==> src/verilog/ecsw_defs.vh <==
// constants for the eight-channel i2c switch control block
// assumes inclusion by ecsw_top.v only
`ifndef ECSW_DEFS_VH
`define ECSW_DEFS_VH
`define ECSW_ADDR_UPPER 4'hE
`define ECSW_CHAN_RESET 8'h00
`define ECSW_BIT_MSB 3'h7
`define ECSW_BIT_ZERO 3'h0
`define ECSW_POR_CYCLES 4'hF
`endif

==> src/verilog/ecsw_top.v <==
// i2c slave holding the channel select register of an eight-channel switch
// assumes scl and sda arrive asynchronously and are sampled by sys_clk
//
// Contract
// - matching read address is acked, then register shifted out msb first
// - master nacks last byte then stops; device releases data on nack
// - byte after acked write address is stored; register is readable
// - bit n of active register enables downstream channel n
// - any combination of the eight channels may be enabled
// - new selection connects channels only after a STOP
// - every write data byte is acked; last one is kept
// - register clears to zero at power-up and every reset
// - active-low reset pin clears register, state machine, channels
// - internal power-on reset holds everything until released
// - address is upper pattern 1110 plus three select pins
`timescale 1ns/1ns
`include "ecsw_defs.vh"
module ecsw_top (
   input wire SYS_CLK,
   input wire RESET,
   input wire RESET_N,
   input wire SCL,
   input wire SDA_IN,
   output wire SDA_OUT,
   output wire SDA_OE,
   input wire ADDR_SELECT_PIN_LOW,
   input wire ADDR_SELECT_PIN_MID,
   input wire ADDR_SELECT_PIN_HIGH,
   output wire [7:0] CHANNEL_ENABLE
);
   localparam ST_IDLE = 3'h0;
   localparam ST_ADDR = 3'h1;
   localparam ST_AACK = 3'h2;
   localparam ST_WDATA = 3'h3;
   localparam ST_WACK = 3'h4;
   localparam ST_RDATA = 3'h5;
   localparam ST_RACK = 3'h6;

   reg [1:0] scl_sync_reg;
   reg [1:0] sda_sync_reg;
   reg [1:0] rst_sync_reg;
   reg [2:0] pin_sync1_reg;
   reg [2:0] pin_sync2_reg;
   reg scl_d_reg;
   reg sda_d_reg;
   reg [3:0] por_reg;
   reg [2:0] state_reg;
   reg [2:0] state_next;
   reg [2:0] bit_reg;
   reg [2:0] bit_next;
   reg [7:0] shift_reg;
   reg [7:0] shift_next;
   reg [7:0] select_reg;
   reg [7:0] select_next;
   reg [7:0] active_reg;
   reg [7:0] active_next;
   reg rw_reg;
   reg rw_next;
   reg drive_reg;
   reg drive_next;
   reg out_reg;
   reg out_next;
   reg byte_reg;
   reg byte_next;

   wire scl_s = scl_sync_reg[1];
   wire sda_s = sda_sync_reg[1];
   wire scl_rise = scl_s & ~scl_d_reg;
   wire scl_fall = ~scl_s & scl_d_reg;
   wire start_cond = scl_s & scl_d_reg & sda_d_reg & ~sda_s;
   wire stop_cond = scl_s & scl_d_reg & ~sda_d_reg & sda_s;
   // local reset: pin low or power-on counter not yet expired
   wire soft_rst = ~rst_sync_reg[1] | (por_reg != `ECSW_POR_CYCLES);
   wire [6:0] my_addr = {`ECSW_ADDR_UPPER, pin_sync2_reg};

   assign SDA_OUT = out_reg;
   assign SDA_OE = drive_reg;
   assign CHANNEL_ENABLE = active_reg;

   always @(posedge SYS_CLK or posedge RESET)
   begin
      if (RESET)
      begin
         scl_sync_reg <= 2'h3;
         sda_sync_reg <= 2'h3;
         rst_sync_reg <= 2'h0;
         pin_sync1_reg <= 3'h0;
         pin_sync2_reg <= 3'h0;
         scl_d_reg <= 1'b1;
         sda_d_reg <= 1'b1;
         por_reg <= 4'h0;
      end
      else
      begin
         scl_sync_reg <= {scl_sync_reg[0], SCL};
         sda_sync_reg <= {sda_sync_reg[0], SDA_IN};
         rst_sync_reg <= {rst_sync_reg[0], RESET_N};
         pin_sync1_reg <= {ADDR_SELECT_PIN_HIGH, ADDR_SELECT_PIN_MID,
            ADDR_SELECT_PIN_LOW};
         pin_sync2_reg <= pin_sync1_reg;
         scl_d_reg <= scl_s;
         sda_d_reg <= sda_s;
         if (por_reg != `ECSW_POR_CYCLES)
            por_reg <= por_reg + 4'h1;
      end
   end

   always @*
   begin
      state_next = state_reg;
      bit_next = bit_reg;
      shift_next = shift_reg;
      select_next = select_reg;
      active_next = active_reg;
      rw_next = rw_reg;
      drive_next = drive_reg;
      out_next = out_reg;
      byte_next = byte_reg;
      if (stop_cond)
      begin
         state_next = ST_IDLE;
         drive_next = 1'b0;
         active_next = select_reg;
      end
      else if (start_cond)
      begin
         state_next = ST_ADDR;
         bit_next = `ECSW_BIT_MSB;
         byte_next = 1'b0;
         drive_next = 1'b0;
      end
      else
      begin
         case (state_reg)
            ST_IDLE:
               state_next = ST_IDLE;
            ST_ADDR, ST_WDATA:
            begin
               if (scl_rise)
               begin
                  shift_next = {shift_reg[6:0], sda_s};
                  bit_next = bit_reg - 3'h1;
                  // eighth rising edge completes the byte
                  if (bit_reg == `ECSW_BIT_ZERO)
                     byte_next = 1'b1;
               end
               else if (scl_fall && byte_reg)
               begin
                  // eight bits taken: decide on acknowledge
                  // the first fall after start carries no data
                  byte_next = 1'b0;
                  if (state_reg == ST_WDATA)
                  begin
                     select_next = shift_reg;
                     state_next = ST_WACK;
                     drive_next = 1'b1;
                     out_next = 1'b0;
                  end
                  else if (shift_reg[7:1] == my_addr)
                  begin
                     rw_next = shift_reg[0];
                     state_next = ST_AACK;
                     drive_next = 1'b1;
                     out_next = 1'b0;
                  end
                  else
                     state_next = ST_IDLE;
               end
            end
            ST_AACK, ST_WACK:
               if (scl_fall)
               begin
                  bit_next = `ECSW_BIT_MSB;
                  if (rw_reg)
                  begin
                     state_next = ST_RDATA;
                     shift_next = select_reg;
                     out_next = select_reg[7];
                     drive_next = ~select_reg[7];
                  end
                  else
                  begin
                     state_next = ST_WDATA;
                     drive_next = 1'b0;
                  end
               end
            ST_RDATA:
               if (scl_fall)
               begin
                  if (bit_reg == `ECSW_BIT_ZERO)
                  begin
                     state_next = ST_RACK;
                     drive_next = 1'b0;
                  end
                  else
                  begin
                     bit_next = bit_reg - 3'h1;
                     shift_next = {shift_reg[6:0], 1'b0};
                     // open drain: only a zero is driven
                     out_next = shift_reg[6];
                     drive_next = ~shift_reg[6];
                  end
               end
            ST_RACK:
               if (scl_rise)
               begin
                  if (sda_s)
                     state_next = ST_IDLE;
                  else
                     bit_next = `ECSW_BIT_MSB;
               end
               else if (scl_fall && bit_reg == `ECSW_BIT_MSB)
               begin
                  state_next = ST_RDATA;
                  bit_next = `ECSW_BIT_MSB;
                  shift_next = select_reg;
                  out_next = select_reg[7];
                  drive_next = ~select_reg[7];
               end
            default:
               state_next = ST_IDLE;
         endcase
      end
   end

   always @(posedge SYS_CLK or posedge RESET)
   begin
      if (RESET)
      begin
         state_reg <= ST_IDLE;
         bit_reg <= `ECSW_BIT_ZERO;
         shift_reg <= `ECSW_CHAN_RESET;
         select_reg <= `ECSW_CHAN_RESET;
         active_reg <= `ECSW_CHAN_RESET;
         rw_reg <= 1'b0;
         byte_reg <= 1'b0;
         drive_reg <= 1'b0;
         out_reg <= 1'b0;
      end
      else if (soft_rst)
      begin
         state_reg <= ST_IDLE;
         bit_reg <= `ECSW_BIT_ZERO;
         shift_reg <= `ECSW_CHAN_RESET;
         select_reg <= `ECSW_CHAN_RESET;
         active_reg <= `ECSW_CHAN_RESET;
         rw_reg <= 1'b0;
         byte_reg <= 1'b0;
         drive_reg <= 1'b0;
         out_reg <= 1'b0;
      end
      else
      begin
         state_reg <= state_next;
         bit_reg <= bit_next;
         shift_reg <= shift_next;
         select_reg <= select_next;
         active_reg <= active_next;
         rw_reg <= rw_next;
         byte_reg <= byte_next;
         drive_reg <= drive_next;
         out_reg <= out_next;
      end
   end
endmodule // ecsw_top

==> config.mk <==
export PLATFORM = sky130hd
export DESIGN_NAME = ecsw_top
export DESIGN_NICKNAME = d
export VERILOG_FILES = /design/src/verilog/ecsw_top.v
export VERILOG_INCLUDE_DIRS = /design/src /design/src/verilog
export SDC_FILE = /design/constraint.sdc
export NUM_CORES = 1
export LEC_CHECK = 0
export BUFFER_PORTS_ARGS = -buffer_cell sky130_fd_sc_hd__buf_2
export CAP_MARGIN = 20
export CORE_MARGIN = 2
export CORE_UTILIZATION = 40
export CTS_CLUSTER_DIAMETER = 30
export DETAILED_ROUTE_END_ITERATION = 10
export GPL_TIMING_DRIVEN = 1
export PLACE_DENSITY = 0.54
export SLEW_MARGIN = 25
export SYNTH_ARGS = -nofsm -noshare
export SYNTH_HDL_FRONTEND = slang
export SYNTH_SLANG_ARGS = --single-unit
export TNS_END_PERCENT = 100
==> constraint.sdc <==
create_clock -name SYS_CLK -period 2.7 [get_ports SYS_CLK]
set_clock_uncertainty 0.2 [all_clocks]
set_input_delay 0.54 -clock SYS_CLK [delete_from_list [all_inputs] [get_ports SYS_CLK]]
set_output_delay 0.54 -clock SYS_CLK [all_outputs]
set_load 0.005 [all_outputs]
==> results summary <==
The count of port buffers added during placement is 17. The HPWL after detailed placement is 4000 µm. The number of buffers added to fix hold violations after cts is 0. The fraction of layout cells with a size suffix above 1 is 0.190. The met3 wire length came out at 140 µm. The placer's final routability congestion estimate is 0.855.

The number of buffers on the longest clock path is 2. The startpoint class of the critical path is a flop. The number of CTS-inserted buffers is 5. For this run, the leading register cell type out of synthesis is dfrtp_1. The count of endpoints failing setup in the final report came out at 0.

In this run, post-CTS repair resized a total of 0 instances. The maximum clock rate is 0.432 GHz. The final number of max-transition violations is 0. The endpoint required time on the critical path is 2.72 ns. The kind of critical path is flop to flop. The total wire length after detailed routing is 5790 µm. After floorplanning, the core was sized to cover 6420 µm². Once the clock tree was built, the setup fixing pass inserted 0 buffers. The tightest min-delay check is of the primary input to async pin type. Once routing completed, OpenROAD measured the worst setup slack at 0.385 ns. The flop and latch count out of synthesis came out at 52.

The number of cells produced by synthesis is 267. The number of library cell types mapped by synthesis is 62. The hold violation total from the final report came to 0. Global routing finished with a remaining overflow of 0. The completed layout was analyzed and its total power is 0.00145 W. The minimum clock period is 2.32 ns. In this run the static leakage power is 1.29 nW. Setup repair after global routing left no endpoint under its margin.

The residual antenna-violating net count after detailed routing came out at 0. The clock latency on the worst-skew pair came out at 0.31 ns. The total I/O pin count is 18.

The post-route fraction of the period consumed by the critical path came out at 0.857. The length in cells of the worst reg-to-reg path came out at 7. The number of global-route vias before repair was 1958.

The final standard cell area without fillers came out at 2980 µm². Dividing total power by cell area gives a power density of 486 nW/µm². The beginning of the worst register-to-register path is state_reg[1]$_DFFE_PP0P_. The worst slack after detailed placement came out at 0.414 ns. The average wire per cell in the routed design is 16.0 µm.

CTS saw 52 sinks. Clock-pin slew was measured on the worst setup and hold paths at 0.10 ns. The flow ran to the end, and the final reports show no timing, DRC or antenna violations. For this block, the via count after detailed routing is 2025. The post-route DRC violation count is 0. The critical path data arrival time came out at 2.33 ns. The number of vias per cell after detailed routing came out at 5.61. The starting utilization of the core area is 0.420. The maximum number of pins on one net before global-route repair is 30. The number of flops mapped to enable cells by yosys is 0.

The die outline height is 86.1 µm. The worst-case headroom to the max-slew limit is 0.639. The sequential-to-total area share from yosys stat came out at 0.485. The antenna diode count is 0.

The total routed wire length on the met1 layer came out at 2860 µm. The endpoint identified for the worst register-to-register timing path is shift_reg[2]$_DFFE_PP0P_. The total global routing track utilization is 0.172. The synthesized area per cell is 10.1 µm².

The fraction of synthesis flops using an asynchronous set or reset pin is 1.00. The total number of yosys warnings is 0. In this run the register-to-register setup slack is 0.38 ns.

The pin slew with the least headroom to its limit is 0.538 ns. The library cell used as clock root buffer is clkbuf_8. The post-detailed-placement cell area is 2870 µm². The area of the die came out at 7420 µm². The first routing iteration left 104 violations. The area overhead of the layout relative to synthesis is 10.4%. The met2 wirelength from detailed routing came out at 2710 µm. In this run the number of H-tree levels came out at 2. The first detailed-routing pass ran for 4 iterations. The maximum resistive drop on vdd came out at 0.244 mV.

Along the worst path, the maximum fanout reaches 16. The total of fill cells in the finished design came out at 611. The nature of the critical path endpoint is a flop. The summed instance area of the synthesized netlist is 2700 µm².

The wire length of the first global-routing pass came out at 10000 µm. After detailed routing, no signal wire sits above met4. In this run the horizontal extent of the chip is 86.1 µm. The clock tree from TritonCTS is yes. The total nets after synthesis is 279. The number of antenna violations at the first check in global routing is 0. The net total in the final layout came out at 295. After floorplanning, the core was divided into 29 placement rows. Across the run, the number of max-cap violations was 0. The final total negative setup slack is 0 ns.
[through the flow]
step / hold WS, ns / cells / util
finish: 0.0441 / 361 / 0.464
global route: 0.0924 / 361 / 0.464
CTS: 0.0623 / 361 / 0.464
detailed placement: 0.136 / 353 / 0.447
global placement: 0.133 / 353 / 0.447
floorplan: 0.131 / 267 / -
[cell usage in the layout, fill, tap and decap left out, types with 3 or more instances in the layout]
| cell | count |
|---|---|
| nand2b_1 | 6 |
| nand4_1 | 3 |
| buf_4 | 6 |
| or2_2 | 3 |
| nor3_1 | 4 |
| inv_1 | 5 |
| ha_1 | 4 |
| a22oi_1 | 3 |
| o21ai_0 | 9 |
| a31oi_1 | 3 |
| dfrtp_1 | 46 |
| mux2i_1 | 17 |
| clkbuf_8 | 5 |
| nor2_1 | 29 |
| nor2b_1 | 4 |
| xnor2_1 | 4 |
| dfstp_2 | 6 |
| nand2_1 | 28 |
| nand3_1 | 4 |
| a21oi_1 | 15 |
| buf_2 | 17 |
| or3_1 | 3 |
| a211oi_1 | 9 |
[per-layer routing]
layer  vias up  global-route usage
li1        997                   -
met1       984               0.245
met2        36               0.267
met3         8              0.0260
met4         0              0.0592
met5         -                   0
[logic make-up after synthesis]
family	after synthesis	synth area share
DFF	52	0.485
adders and majority gates	4	0.0186
buffers and inverters	21	0.0366
AOI/OAI and AO/OA	66	0.184
xor gates and xnor gates	5	0.0162
muxes	18	0.0673
and+or+nand+nor	101	0.192
[synth_stat cells, types with 6 or more instances]
| master | n | area [µm²] |
|---|---|---|
| a211oi_1 | 9 | 67.6 |
| a21oi_1 | 15 | 75.1 |
| clkbuf_1 | 8 | 30.0 |
| dfrtp_1 | 46 | 1150 |
| dfstp_2 | 6 | 158 |
| inv_1 | 6 | 22.5 |
| mux2i_1 | 17 | 170 |
| nand2_1 | 28 | 105 |
| nand2b_1 | 6 | 37.5 |
| nor2_1 | 29 | 109 |
| o21ai_0 | 9 | 45.0 |
[power breakdown]
group          switching, W  internal (W)
clock              0.000265      0.000275
combinational     0.0000571     0.0000336
sequential        0.0000182      0.000799
total              0.000340       0.00111
[worst max-delay path by stage]
stage	end	slack (ns)	startpoint
after global placement	shift_reg[6]$_DFFE_PP0P_	0.44	state_reg[1]$_DFFE_PP0P_
after detailed placement	shift_reg[2]$_DFFE_PP0P_	0.41	state_reg[1]$_DFFE_PP0P_
final	shift_reg[2]$_DFFE_PP0P_	0.38	state_reg[1]$_DFFE_PP0P_
after CTS	shift_reg[2]$_DFFE_PP0P_	0.39	state_reg[1]$_DFFE_PP0P_
after global routing	shift_reg[3]$_DFFE_PP0P_	0.14	state_reg[1]$_DFFE_PP0P_
after floorplan	shift_reg[1]$_DFFE_PP0P_	0.48	sda_sync_reg[1]$_DFF_PP1_
[final cells by class]
cell class | count | area [µm²] | area share
Sequential cell | 52 | 1310 | 0.439
Multi-Input combinational cell | 194 | 1290 | 0.433
Timing Repair Buffer | 24 | 150 | 0.0504
Tap cell | 77 | 96.3 | 0.0323
Clock buffer | 5 | 68.8 | 0.0231
Clock inverter | 3 | 42.5 | 0.0143
Inverter | 6 | 22.5 | 0.00756
[worst max-delay path, stage by stage (launching register included)]
cell and delay (ns):
dfrtp_1 0.62, buf_4 0.27, a211o_1 0.16, o221ai_2 0.11, a2111oi_4 0.32, buf_4 0.26
nor2_1 0.06, a211oi_1 0.20
No activity file was read; power rests on OpenSTA's default activity.
